--- config.mk ---
export PLATFORM = sky130hd
export DESIGN_NAME = adcs_top
export DESIGN_NICKNAME = d
export VERILOG_FILES = /design/src/rtl/adcs_result_mem.v /design/src/rtl/adcs_top.v
export VERILOG_INCLUDE_DIRS = /design/src /design/src/rtl
export SDC_FILE = /design/constraint.sdc
export NUM_CORES = 1
export LEC_CHECK = 0
export ABC_AREA = 1
export BUFFER_PORTS_ARGS = -buffer_cell sky130_fd_sc_hd__buf_2
export CAP_MARGIN = 10
export CORE_MARGIN = 5
export CORE_UTILIZATION = 30
export DETAILED_ROUTE_END_ITERATION = 16
export PLACE_DENSITY = 0.49
export RECOVER_POWER = 25
export SLEW_MARGIN = 40
export SYNTH_ARGS = -nofsm -noshare
export SYNTH_HDL_FRONTEND = slang
export SYNTH_SLANG_ARGS = --single-unit
--- constraint.sdc ---
create_clock -name clk_sys -period 2.07 [get_ports clk_sys]
set_clock_uncertainty 0.2 [all_clocks]
set_input_delay 0.207 -clock clk_sys [delete_from_list [all_inputs] [get_ports clk_sys]]
set_output_delay 0.207 -clock clk_sys [all_outputs]
set_load 0.02 [all_outputs]
--- src/rtl/adcs_consts.vh ---
// constants for the converter input select and sequencer block
`ifndef ADCS_CONSTS_VH
`define ADCS_CONSTS_VH
// register word byte addresses
`define ADCS_ADDR_CTRL0 4'h0
`define ADCS_ADDR_CTRL1 4'h1
`define ADCS_ADDR_CTRL2 4'h2
`define ADCS_ADDR_RES_HI 4'h3
`define ADCS_ADDR_RES_LO 4'h4
`define ADCS_ADDR_PINSEL 4'h5
`define ADCS_ADDR_INTC 4'h6
// ctrl0 fields
`define ADCS_C0_START 7
`define ADCS_C0_BUSY 6
`define ADCS_C0_PWR 5
`define ADCS_C0_FMT 4
`define ADCS_C0_CS_LSB 0
// ctrl1 fields
`define ADCS_C1_SRC_LSB 4
`define ADCS_C1_DIV_LSB 0
// ctrl2 fields
`define ADCS_C2_AMPLIFIER_INPUT_SELECT 2
`define ADCS_C2_VRS_LSB 0
// interrupt control fields
`define ADCS_IC_GIE 0
`define ADCS_IC_AIE 1
`define ADCS_IC_FLAG 2
// conversion timing, in converter clocks
`define ADCS_SAMPLE_CLKS 4
`define ADCS_CONV_CLKS 12
// analog mux route codes
`define ADCS_RT_EXT 3'h0
`define ADCS_RT_AVDD 3'h1
`define ADCS_RT_PGA 3'h2
`define ADCS_RT_PROX0 3'h3
`define ADCS_RT_PROX1 3'h4
`define ADCS_RT_GND 3'h5
`define ADCS_RT_FLOAT 3'h6
// reset values
`define ADCS_RST_CTRL1 8'h00
`endif

--- src/rtl/adcs_result_mem.v ---
// result byte pair store with registered read port
`timescale 1ns/1ps
module adcs_result_mem #(
	parameter DW = 8
) (
	// clock and reset
	input wire clk_sys,
	input wire rst_b,
	// write side
	input wire wr_en,
	input wire [DW-1:0] wr_hi,
	input wire [DW-1:0] wr_lo,
	// read side
	input wire rd_sel_hi,
	output reg [DW-1:0] rd_data_q
);
	reg [DW-1:0] mem_q [0:1];

	// two words, read data registered
	always @(posedge clk_sys or negedge rst_b) begin
		if (!rst_b) begin
			mem_q[0] <= {DW{1'b0}};
			mem_q[1] <= {DW{1'b0}};
			rd_data_q <= {DW{1'b0}};
		end else begin
			if (wr_en) begin
				mem_q[1] <= wr_hi;
				mem_q[0] <= wr_lo;
			end
			rd_data_q <= rd_sel_hi ? mem_q[1] : mem_q[0];
		end
	end
endmodule // adcs_result_mem

--- src/rtl/adcs_top.v ---
// converter input selection, pin override and conversion sequencer
// Function
// - analog pin assignment disables every other function on that pin
// - pull-up is cut while the pin is an analog input
// - analog pin selection overrides the port direction register
// - source codes 0000, 0100, 1100-1111 take an external channel
// - channel 0-7 picks a pin; 8-15 leaves the input floating
// - codes 0001-0011 route supply at ratio 1, 1/2, 1/4
// - codes 0101-0111 route amplifier output at ratio 1, 1/2, 1/4
// - code 1000 routes proximity stage 0, 1001 stage 1
// - reserved codes 1010-1011 ground the converter input
// - an internal source switches the external channel off
// - sample 4 converter clocks then convert 12, 16 in all
// - start bit low-high-low begins a conversion
// - busy high during conversion, cleared at end with result valid
// - result layout follows the format bit
// - completion sets the flag; interrupt when both enables set
// - divider code 000 no division, 111 divide by 128
//
// The register offsets and register access over Avalon-MM were decided locally.
`timescale 1ns/1ps
`include "adcs_consts.vh"
module adcs_top #(
	parameter NPIN = 8,
	parameter RW = 12
) (
	// clock and reset
	input wire clk_sys,
	input wire rst_b,
	// avalon-mm slave
	input wire [3:0] avs_address,
	input wire avs_read,
	input wire avs_write,
	input wire [31:0] avs_writedata,
	output reg [31:0] avs_readdata,
	output reg avs_waitrequest,
	// port settings from the gpio block
	input wire [NPIN-1:0] port_dir_out,
	input wire [NPIN-1:0] port_pullup_en,
	// pin function controls
	output reg [NPIN-1:0] pin_analog_en_q,
	output reg [NPIN-1:0] pin_digital_off_q,
	output reg [NPIN-1:0] pin_out_en_mask_q,
	output reg [NPIN-1:0] pin_pullup_q,
	// analog front end controls
	output reg [2:0] mux_route_q,
	output reg [1:0] mux_ratio_q,
	output reg [2:0] ext_chan_q,
	output reg ext_chan_on_q,
	output reg [1:0] ref_sel_q,
	output reg amp_in_sel_q,
	output reg conv_power_q,
	output reg sample_q,
	output reg sar_step_q,
	output reg conv_clk_en_q,
	// successive approximation comparator, asynchronous
	input wire sar_cmp,
	// interrupt line
	output reg irq_q
);
	reg [7:0] ctrl0_q;
	reg [7:0] ctrl1_q;
	reg [7:0] ctrl2_q;
	reg [NPIN-1:0] pinsel_q;
	reg gie_q;
	reg aie_q;
	reg flag_q;
	reg busy_q;
	reg [6:0] div_cnt_q;
	reg [3:0] step_q;
	reg [RW-1:0] sar_q;
	reg cmp_s1_q;
	reg cmp_s2_q;
	reg res_wr_q;
	reg rd_pend_q;
	reg rd_res_q;
	reg [1:0] state_q;
	wire res_addr;
	wire [7:0] res_byte;
	wire cs_strobe;
	wire start_fall;
	wire conv_tick;
	wire done_evt;
	wire [3:0] src;
	wire [3:0] chan;
	localparam ST_IDLE = 2'b00;
	localparam ST_SAMPLE = 2'b01;
	localparam ST_CONV = 2'b10;
	localparam [3:0] SMP_LAST = `ADCS_SAMPLE_CLKS - 1;
	localparam [3:0] CNV_LAST = `ADCS_CONV_CLKS - 1;

	// divider mask: code n means divide by 2**n
	function [6:0] div_mask;
		input [2:0] code;
		begin
			div_mask = 7'h7f >> (3'd7 - code);
		end
	endfunction

	assign src = ctrl1_q[`ADCS_C1_SRC_LSB +: 4];
	assign chan = ctrl0_q[`ADCS_C0_CS_LSB +: 4];
	assign cs_strobe = avs_write && avs_waitrequest == 1'b0;
	assign res_addr = avs_address == `ADCS_ADDR_RES_HI || avs_address == `ADCS_ADDR_RES_LO;
	assign start_fall = cs_strobe && avs_address == `ADCS_ADDR_CTRL0 &&
		ctrl0_q[`ADCS_C0_START] && !avs_writedata[`ADCS_C0_START];
	assign conv_tick = (div_cnt_q & div_mask(ctrl1_q[`ADCS_C1_DIV_LSB +: 3])) == 7'h00;
	assign done_evt = state_q == ST_CONV && conv_tick && step_q == 4'h0;

	// waitrequest: one wait cycle, a second one for result reads behind the memory
	always @(posedge clk_sys or negedge rst_b) begin
		if (!rst_b) begin
			avs_waitrequest <= 1'b1;
		end else if (rd_res_q || (avs_write || (avs_read && !res_addr)) && avs_waitrequest) begin
			avs_waitrequest <= 1'b0;
		end else begin
			avs_waitrequest <= 1'b1;
		end
	end

	// register writes and the flag state
	always @(posedge clk_sys or negedge rst_b) begin
		if (!rst_b) begin
			ctrl0_q <= 8'h00;
			ctrl1_q <= `ADCS_RST_CTRL1;
			ctrl2_q <= 8'h00;
			pinsel_q <= {NPIN{1'b0}};
			gie_q <= 1'b0;
			aie_q <= 1'b0;
			flag_q <= 1'b0;
		end else begin
			if (cs_strobe) begin
				case (avs_address)
					`ADCS_ADDR_CTRL0: ctrl0_q <= avs_writedata[7:0];
					`ADCS_ADDR_CTRL1: ctrl1_q <= avs_writedata[7:0];
					`ADCS_ADDR_CTRL2: ctrl2_q <= avs_writedata[7:0];
					`ADCS_ADDR_PINSEL: pinsel_q <= avs_writedata[NPIN-1:0];
					`ADCS_ADDR_INTC: begin
						gie_q <= avs_writedata[`ADCS_IC_GIE];
						aie_q <= avs_writedata[`ADCS_IC_AIE];
						flag_q <= avs_writedata[`ADCS_IC_FLAG];
					end
					default: ;
				endcase
			end
			// completion sets flag, set beats clear
			if (done_evt) begin
				flag_q <= 1'b1;
			end
		end
	end

	// conversion sequencer on converter clock ticks
	always @(posedge clk_sys or negedge rst_b) begin
		if (!rst_b) begin
			state_q <= ST_IDLE;
			busy_q <= 1'b0;
			step_q <= 4'h0;
			div_cnt_q <= 7'h00;
			sar_q <= {RW{1'b0}};
			res_wr_q <= 1'b0;
		end else begin
			res_wr_q <= 1'b0;
			div_cnt_q <= div_cnt_q + 7'h01;
			case (state_q)
				ST_IDLE: begin
					// busy set with the falling edge
					if (start_fall && conv_power_q) begin
						state_q <= ST_SAMPLE;
						busy_q <= 1'b1;
						step_q <= SMP_LAST;
						div_cnt_q <= 7'h01;
						sar_q <= {RW{1'b0}};
					end
				end
				ST_SAMPLE: begin
					if (conv_tick) begin
						if (step_q == 4'h0) begin
							state_q <= ST_CONV;
							step_q <= CNV_LAST;
						end else begin
							step_q <= step_q - 4'h1;
						end
					end
				end
				ST_CONV: begin
					// twelve conversion clocks, one bit each
					if (conv_tick) begin
						sar_q[step_q] <= cmp_s2_q;
						if (step_q == 4'h0) begin
							state_q <= ST_IDLE;
							busy_q <= 1'b0;
							res_wr_q <= 1'b1;
						end else begin
							step_q <= step_q - 4'h1;
						end
					end
				end
				default: state_q <= ST_IDLE;
			endcase
		end
	end

	// comparator synchroniser
	always @(posedge clk_sys or negedge rst_b) begin
		if (!rst_b) begin
			cmp_s1_q <= 1'b0;
			cmp_s2_q <= 1'b0;
		end else begin
			cmp_s1_q <= sar_cmp;
			cmp_s2_q <= cmp_s1_q;
		end
	end

	adcs_result_mem #(
		.DW(8)
	) u_res (
		.clk_sys(clk_sys),
		.rst_b(rst_b),
		.wr_en(res_wr_q),
		.wr_hi(ctrl0_q[`ADCS_C0_FMT] ? {4'h0, sar_q[11:8]} : sar_q[11:4]),
		.wr_lo(ctrl0_q[`ADCS_C0_FMT] ? sar_q[7:0] : {sar_q[3:0], 4'h0}),
		.rd_sel_hi(avs_address == `ADCS_ADDR_RES_HI),
		.rd_data_q(res_byte)
	);

	// read path: result bytes land one cycle later, so they win over the decode
	always @(posedge clk_sys or negedge rst_b) begin
		if (!rst_b) begin
			avs_readdata <= 32'h00000000;
		end else if (rd_res_q) begin
			avs_readdata <= {24'h000000, res_byte};
		end else if (avs_read && avs_waitrequest) begin
			case (avs_address)
				`ADCS_ADDR_CTRL0: avs_readdata <= {24'h000000, ctrl0_q[7],
					busy_q, ctrl0_q[5:0]};
				`ADCS_ADDR_CTRL1: avs_readdata <= {24'h000000, ctrl1_q};
				`ADCS_ADDR_CTRL2: avs_readdata <= {24'h000000, ctrl2_q};
				`ADCS_ADDR_PINSEL: avs_readdata <= {{(32-NPIN){1'b0}}, pinsel_q};
				`ADCS_ADDR_INTC: avs_readdata <= {29'h00000000, flag_q, aie_q, gie_q};
				default: avs_readdata <= 32'h00000000;
			endcase
		end
	end

	// mark result reads to pick up the registered memory output
	always @(posedge clk_sys or negedge rst_b) begin
		if (!rst_b) begin
			rd_res_q <= 1'b0;
		end else begin
			// one pulse per result read, then waitrequest drops
			rd_res_q <= avs_read && avs_waitrequest && res_addr && !rd_res_q;
		end
	end

	// analog routing and pin controls, all registered outputs
	always @(posedge clk_sys or negedge rst_b) begin
		if (!rst_b) begin
			mux_route_q <= `ADCS_RT_EXT;
			mux_ratio_q <= 2'b00;
			ext_chan_q <= 3'h0;
			ext_chan_on_q <= 1'b0;
			pin_analog_en_q <= {NPIN{1'b0}};
			pin_digital_off_q <= {NPIN{1'b0}};
			pin_out_en_mask_q <= {NPIN{1'b0}};
			pin_pullup_q <= {NPIN{1'b0}};
			ref_sel_q <= 2'b00;
			amp_in_sel_q <= 1'b0;
			conv_power_q <= 1'b0;
			sample_q <= 1'b0;
			sar_step_q <= 1'b0;
			conv_clk_en_q <= 1'b0;
			irq_q <= 1'b0;
		end else begin
			ext_chan_q <= chan[2:0];
			ext_chan_on_q <= 1'b0;
			mux_ratio_q <= 2'b00;
			case (src)
				4'h0, 4'h4, 4'hc, 4'hd, 4'he, 4'hf: begin
					mux_route_q <= chan[3] ? `ADCS_RT_FLOAT : `ADCS_RT_EXT;
					ext_chan_on_q <= !chan[3];
				end
				4'h1, 4'h2, 4'h3: begin
					mux_route_q <= `ADCS_RT_AVDD;
					mux_ratio_q <= src[1:0] - 2'b01;
				end
				4'h5, 4'h6, 4'h7: begin
					mux_route_q <= `ADCS_RT_PGA;
					mux_ratio_q <= src[1:0] - 2'b01;
				end
				4'h8: mux_route_q <= `ADCS_RT_PROX0;
				4'h9: mux_route_q <= `ADCS_RT_PROX1;
				default: mux_route_q <= `ADCS_RT_GND;
			endcase
			pin_analog_en_q <= pinsel_q;
			pin_digital_off_q <= pinsel_q;
			pin_out_en_mask_q <= port_dir_out & ~pinsel_q;
			pin_pullup_q <= port_pullup_en & ~pinsel_q;
			ref_sel_q <= ctrl2_q[`ADCS_C2_VRS_LSB +: 2];
			amp_in_sel_q <= ctrl2_q[`ADCS_C2_AMPLIFIER_INPUT_SELECT];
			conv_power_q <= ctrl0_q[`ADCS_C0_PWR];
			sample_q <= state_q == ST_SAMPLE;
			sar_step_q <= state_q == ST_CONV && conv_tick;
			conv_clk_en_q <= conv_tick;
			irq_q <= flag_q && gie_q && aie_q;
		end
	end
endmodule // adcs_top

==> results of run 1 <==
-- worst max-delay path by stage --
| stage | from | to | slack [ns] |
|---|---|---|---|
| after floorplan | step_q[0]$_DFFE_PN0P_ | state_q[0]$_DFFE_PN0P_ | 0.40 |
| after global placement | ctrl1_q[1]$_DFFE_PN0P_ | step_q[3]$_DFFE_PN0P_ | 0.13 |
| after detailed placement | ctrl1_q[1]$_DFFE_PN0P_ | step_q[1]$_DFFE_PN0P_ | 0.11 |
| after CTS | ctrl1_q[2]$_DFFE_PN0P_ | step_q[0]$_DFFE_PN0P_ | 0.08 |
| after global routing | ctrl1_q[1]$_DFFE_PN0P_ | step_q[0]$_DFFE_PN0P_ | 0.02 |
| final | state_q[0]$_DFFE_PN0P_ | step_q[1]$_DFFE_PN0P_ | 0.21 |
-- area by class of cell --
type                    instances  area (sq um)  area share
flip-flops and latches        138          3450       0.432
multi-input cells             448          2290       0.287
clock buffers                  17           425      0.0532
repair buffers                138           898       0.112
clock inverters                15           199      0.0249
well taps                     275           344      0.0430
inverters                      99           384      0.0480
-- worst max-delay path: cells and delay by family, from the launching register on --
| kind | cells | cell delay [ns] |
|---|---|---|
| buf+inv | 2 | 0.23 |
| fa+ha+maj | 1 | 0.30 |
| flops | 1 | 0.40 |
| simple gates | 6 | 0.62 |
-- metal layers --
layer	part of all wire	routed length, um	vias to the layer above
met5	0	0	-
met3	0.049	723	11
met4	0.012	178	0
li1	-	-	2492
met1	0.49	7200	2199
met2	0.45	6590	107
-- power groups by stage --
stage | Clock, mW | Combinational (mW) | Sequential (mW)
finish | 3.24 | 2.54 | 3.58
global route | 3.46 | 2.88 | 3.66
CTS | 3.33 | 2.56 | 3.58
detailed placement | 0 | 2.51 | 3.63
global placement | 0 | 2.49 | 3.63
floorplan | 0 | 1.56 | 3.82
-- cell families after synthesis --
group / Yosys count / share of synthesized area
compound gates: 92 / 0.0868
xor+xnor: 3 / 0.00414
fa+ha+maj: 12 / 0.0237
buf+inv: 143 / 0.108
flops: 138 / 0.544
other cells: 1 / 0.000591
simple gates: 317 / 0.232
-- Yosys cell counts, types with 3 or more instances --
master    instances  area [sq um]
nand2_1         179           672
dfrtp_1         137          3430
inv_1            90           338
nand3_1          48           240
nor2_1           42           158
o21ai_0          42           210
buf_4            32           240
o21ai_1          16          80.1
ha_1             12           150
nand4_1          10          62.6
nor3_1            9          45.0
o221ai_1          9          78.8
o22ai_1           9          56.3
buf_2             7          35.0
nand3_2           7          70.1
o21ai_2           7          61.3
inv_2             6          22.5
nand2_2           5          31.3
a21oi_1           4          20.0
clkbuf_1          4          15.0
nand2_4           3          33.8
nand3b_1          3          22.5
nor2_2            3          18.8
-- repair_timing --
| item | in CTS | in global routing |
|---|---|---|
| setup endpoints to repair | 0 | 6 |
| endpoints found under the hold margin | 184 | 0 |
| hold buffers | 28 | 0 |
| resized for setup | 0 | 2 |
| setup buffers | 0 | 0 |
==> summary.md, run 1 <==
| Metric | Value |
|---|---|
| Status | complete, no violations |
| Largest regs | u_res.mem_q x16, sar_q x12 |
| Mapped Area | roughly 6300 sq um |
| GR Layer Usage met1 | 0.175 |
| Min-delay worst type | input pin to flip-flop |
| Max-Cap Viols | 0 |
| Max reg flops | 16 |
| Starting Density | 0.303 |
| CP endpoint kind | flip-flop |
| Synth async-reset ratio | 1.00 |
| Worst skew pair latency | ~0.42 ns |
| Fillers | about 2100 |
| Part of the cycle the worst path needs | 0.899 |
| Vias per cell | between 4 and 5 |
| Worst-Margin Slew | between 1 and 1.5 ns |
| Startpoint types | flip-flop |
| Global-route wire length before repair | approximately 24000 um |
| Final hold violation count | 0 |
| Fin worst setup slack | approximately 0.21 ns |
| Die Ht | around 160 um |
| Layout cells sized above 1 | 0.213 |
| CP Max Fanout | 6 |
| Clock power frac | 0.346 |
| P_leak | slightly above 4 nW |
| Main synth FF type | dfrtp_1 |
| Grt peak-use layer | met2 |
| Most frequent cells in the layout | nand2_1, dfrtp_1, inv_1 |
| Antenna violations before repair | 0 |
| GPL Wtd Cong | 0.769 |
| Synth warn | 0 |
| Clk slew on worst S/H paths | ~0.070 ns |
| Syn Inst Count | just over 700 |
| CTS tree | done |
| ANT nets after route | 0 |
| DRC Markers | 0 |
| Final Cell Area | about 8000 sq um |
| Die Area | around 24000 sq um |
| GRT met2 Usage | 0.199 |
| Initial DRC count | 249 |
| # diodes | 0 |
| Largest net degree at the start of global routing | 42 |
| Overflow after GRT | 0 |
| Commonest non-fill, non-tap cell in the layout | nand2_1 |
| Vias in the first global route | about 4700 |
| Min-Delay Endpoint | rd_res_q$_DFF_PN0_ |
| Net load switching power | between 3 and 4 mW |
| Area after DPL | 7110 sq um |
| Internal power | 6.03 mW |
| Crit path kind | flip-flop to flip-flop |
| Final core utilization | 0.382 |
| Crit path largest cell delay | 0.40 ns |
| Worst R2R Start | state_q[0]$_DFFE_PN0P_ |
| Clock Tree Root | clkbuf_16 |
| PD cells | 1170 nW/um^2 |
| Core box area | roughly 21000 sq um |
| Synth Area per Inst | approximately 9.0 sq um |
| Crit path DAT | ~2.0 ns |
| Port Buffers | 90 |
| Total power | roughly 9.4 mW |
| Seq/Total Area, Yosys | 0.544 |
| Reg power frac | 0.383 |
| Highest Clock Rate | around 0.54 GHz |
| DP Cell Count | 1070 |
| Critical-path top delay cell | dfrtp_1 |
| Crit Reg-Reg Endpoint | step_q[1]$_DFFE_PN0P_ |
| # clock sinks | between 100 and 150 |
| Placement row count | 53 |
| Switch share | 0.356 |
| H-tree levels | 4 |
| Worst slew margin | 0.278 |
| Unique cell type count in the Yosys netlist | 39 |
| Maximum buffer depth of the clock tree | 2 |
| Final Non-Filler Cells | 1130 |
| # IOs | roughly 140 |
| Via count | about 4800 |
| Final wirelength | about 15000 um |
| Slew Limit Fails | 0 |
| Yosys reg bits | around 140 |
| WHS | roughly 0.056 ns |
| Combinational group share of total power | 0.272 |
| Worst vdd ir | roughly 0.6 mV |
| Final setup fails | 0 |
| Worst reg2reg path depth | 9 |
| Worst hold path startpoint | avs_address[3] |
| Biggest register | u_res.mem_q |
| Horiz. Die Dim | 155 um |
| Post-place setup slack | about 0.11 ns |
| Drt first pass iters | 5 |
| EDFF count, synth | 0 |
| R2r setup slk | between 0.2 and 0.25 ns |
| Routed wire per std cell | about 13 um |
| Post-DP HPWL | around 11000 um |
| CP cell instances | inv_1 > ha_1 > inv_1 > nor2_1 > nand2_1 > nand2_1 > nand2_2 > nand2_1 > nand2_1 |
| Hold Path Stages | 5 |
| Area grow syn2layout | 26.0% |
| Nets | roughly 910 |
| Crit path time final | approximately 1.9 ns |
| Most frequent CP cell | nand2_1 |
| Total GRT Usage | 0.127 |
| GR met3 Demand/Resource | 0.0281 |
| Fin Setup TNS | 0 ns |
| CTS buffer count | 17 |
| CP required | roughly 2.2 ns |
| Unrepaired setup endpoints after global routing | no |
Note: power is estimated with default switching activity, not from simulation.
==> run 2, diff against run 1 <==
--- a/config.mk
+++ b/config.mk
@@ -9,10 +9,13 @@
 export ABC_AREA = 1
 export BUFFER_PORTS_ARGS = -buffer_cell sky130_fd_sc_hd__buf_2
 export CAP_MARGIN = 10
+export CELL_PAD_IN_SITES_DETAIL_PLACEMENT = 1
+export CELL_PAD_IN_SITES_GLOBAL_PLACEMENT = 2
 export CORE_MARGIN = 5
-export CORE_UTILIZATION = 30
+export CORE_UTILIZATION = 32
 export DETAILED_ROUTE_END_ITERATION = 16
-export PLACE_DENSITY = 0.49
+export MAX_ROUTING_LAYER = met4
+export PLACE_DENSITY = 0.79
 export RECOVER_POWER = 25
 export SLEW_MARGIN = 40
 export SYNTH_ARGS = -nofsm -noshare
==> summary.md, run 2 (synthesized netlist as in run 1, its figures left out) <==
| Metric | Value |
|---|---|
| P_leak | 4.09 nW (about the same) |
| Crit path kind | input pin to flip-flop |
| Startpoint types | input pin |
| Unrepaired setup endpoints after global routing | no |
| GPL Wtd Cong | 0.805 (+4.7%) |
| Max reg flops | 16 (unchanged) |
| Overflow after GRT | 0 (unchanged) |
| Clock Tree Root | clkbuf_16 |
| Area grow syn2layout | 26.2% |
| Area of the multi-input gates | 2290 sq um (unchanged) |
| Final hold violation count | 0 (unchanged) |
| Combinational group share of total power | 0.276 (+0.004) |
| Switch share | 0.350 (-0.00608) |
| Worst slew margin | 0.0943 (-0.183) |
| Fillers | 2308 (+8.4%) |
| DRC Markers | 0 (unchanged) |
| Total GRT Usage | 0.159 (+0.0321) |
| Vias per cell | 4.45 (+4.6%) |
| CTS buffer count | 17 (unchanged) |
| Placement row count | 51 (-3.8%) |
| ANT nets after route | 0 (unchanged) |
| Post-DP HPWL | 12000 um (+11%) |
| Net load switching power | 3.32 mW (-0.40%) |
| Internal power | 6.17 mW (+2.3%) |
| # Post-CTS Setup Buffers | 0 (unchanged) |
| # diodes | 0 (unchanged) |
| Vias in the first global route | 5374 (+13%) |
| Worst skew pair latency | 0.42 ns (about the same) |
| Port Buffers | 90 (unchanged) |
| Core box area | 19500 sq um (-6.8%) |
| Min-delay worst type | input pin to flip-flop |
| Worst vdd ir | 0.603 mV (+0.22%) |
| Max-Cap Viols | 0 (unchanged) |
| Commonest non-fill, non-tap cell in the layout | nand2_1 |
| Maximum buffer depth of the clock tree | 2 (unchanged) |
| Final setup fails | 0 (unchanged) |
| Part of the cycle the worst path needs | 0.906 (+0.00709) |
| Clk slew on worst S/H paths | 0.06 ns (about the same) |
| Starting Density | 0.325 (+0.0222) |
| # IOs | 139 (unchanged) |
| Highest Clock Rate | 0.533 GHz (-0.78%) |
| Crit path time final | 1.88 ns (+0.0147 ns) |
| CP Max Fanout | 8 (+2) |
| Antenna violations before repair | 0 (unchanged) |
| WHS | 0.0136 ns (-0.0420 ns) |
| Initial DRC count | 126 (-49%) |
| Biggest register | u_res.mem_q |
| Largest regs | u_res.mem_q x16, sar_q x12 |
| Layout cells sized above 1 | 0.213 (unchanged) |
| Die Area | 22700 sq um (-5.8%) |
| Via count | 4984 (+3.6%) |
| Slew Limit Fails | 0 (unchanged) |
| Routed wire per std cell | 14.9 um (+15%) |
| CP endpoint kind | flip-flop |
| H-tree levels | 4 (unchanged) |
| Clock power frac | 0.345 (about the same) |
| Final wirelength | 16700 um (+14%) |
| FF+latch area | 3450 sq um (unchanged) |
| Status | complete, no violations |
| CTS tree | done |
| Largest net degree at the start of global routing | 48 (+14%) |
| CP required | 2.18 ns (about the same) |
| Nets | 911 (unchanged) |
| Worst-Margin Slew | 1.36 ns (+0.275 ns) |
| Fin Setup TNS | 0 ns (unchanged) |
| Reg power frac | 0.379 (-0.004) |
| Horiz. Die Dim | 151 um (-3.0%) |
| Most frequent cells in the layout | nand2_1, dfrtp_1, inv_1 |
| Die Ht | 151 um (-3.0%) |
| Global-route wire length before repair | 27400 um (+12%) |
| # clock sinks | 138 (unchanged) |
| Crit path DAT | 1.98 ns (about the same) |
| PD cells | 1190 nW/um^2 (+1.2%) |
| Drt first pass iters | 4 (-1) |
-- run 2: final cells by class --
type	count	area share
sequential	138	0.431
multi-input combinational	448	0.286
timing repair buffer	138	0.114
clock buffer	19	0.0553
inverter	99	0.0480
tap	265	0.0414
clock inverter	13	0.0238
-- run 2: per-stage QoR --
step	setup slack (ns)	power, mW	instances	utilization	area, sq um
floorplan	0.399	5.38	729	-	6430
global placement	0.158	6.17	1061	0.364	7110
detailed placement	0.119	6.25	1061	0.364	7110
CTS	0.113	9.62	1120	0.411	8020
global route	0.0154	10.1	1120	0.410	8010
finish	0.194	9.49	1120	0.410	8010
-- run 2: power groups by stage --
stage / Sequential (mW) / Clock, mW / Combinational [mW]
detailed placement: 3.64 / 0 / 2.61
global route: 3.67 / 3.50 / 2.95
global placement: 3.62 / 0 / 2.55
finish: 3.60 / 3.27 / 2.62
floorplan: 3.82 / 0 / 1.56
CTS: 3.60 / 3.36 / 2.66
-- run 2: repair_timing --
action                                 in CTS  in global routing
setup endpoints to repair                   0                  6
gates resized for setup                     0                  2
endpoints found under the hold margin     182                  0
hold buffers                               27                  0
-- run 2: worst paths after layout --
path | cells after the start | from | slack, ns | to
worst max register to register | 10 | ctrl1_q[1]$_DFFE_PN0P_ | 0.22 | step_q[3]$_DFFE_PN0P_
max in group asynchronous | 3 | rst_b | 0.34 | u_res.mem_q[1]$_DFFE_PN0P_
worst min register to register | 0 | cmp_s1_q$_DFF_PN0_ | 0.16 | cmp_s2_q$_DFF_PN0_
min in group asynchronous | 2 | rst_b | 0.45 | pin_digital_off_q[6]$_DFF_PN0_
worst max-delay path | 11 | avs_write | 0.19 | step_q[3]$_DFFE_PN0P_
worst min-delay path | 4 | avs_writedata[7] | 0.01 | pinsel_q[7]$_DFFE_PN0P_
-- run 2: worst max-delay path, cell delays in order --
cell and delay, ns:
dlygate4sd3_1 0.54, buf_2 0.12, inv_1 0.04, nor2_2 0.26
nand2_4 0.10, nor2_4 0.16, nor2_1 0.10, nor2_4 0.22
nand2_2 0.11, nand2_1 0.07, nand2_1 0.05
-- run 2: per-layer routing --
layer | vias up | global-route usage | part of all wire
li1 | 2478 | - | -
met2 | 111 | 0.260 | 0.48
met1 | 2379 | 0.200 | 0.47
met4 | 0 | 0.0403 | 0.012
met5 | - | - | 0
met3 | 16 | 0.0377 | 0.040
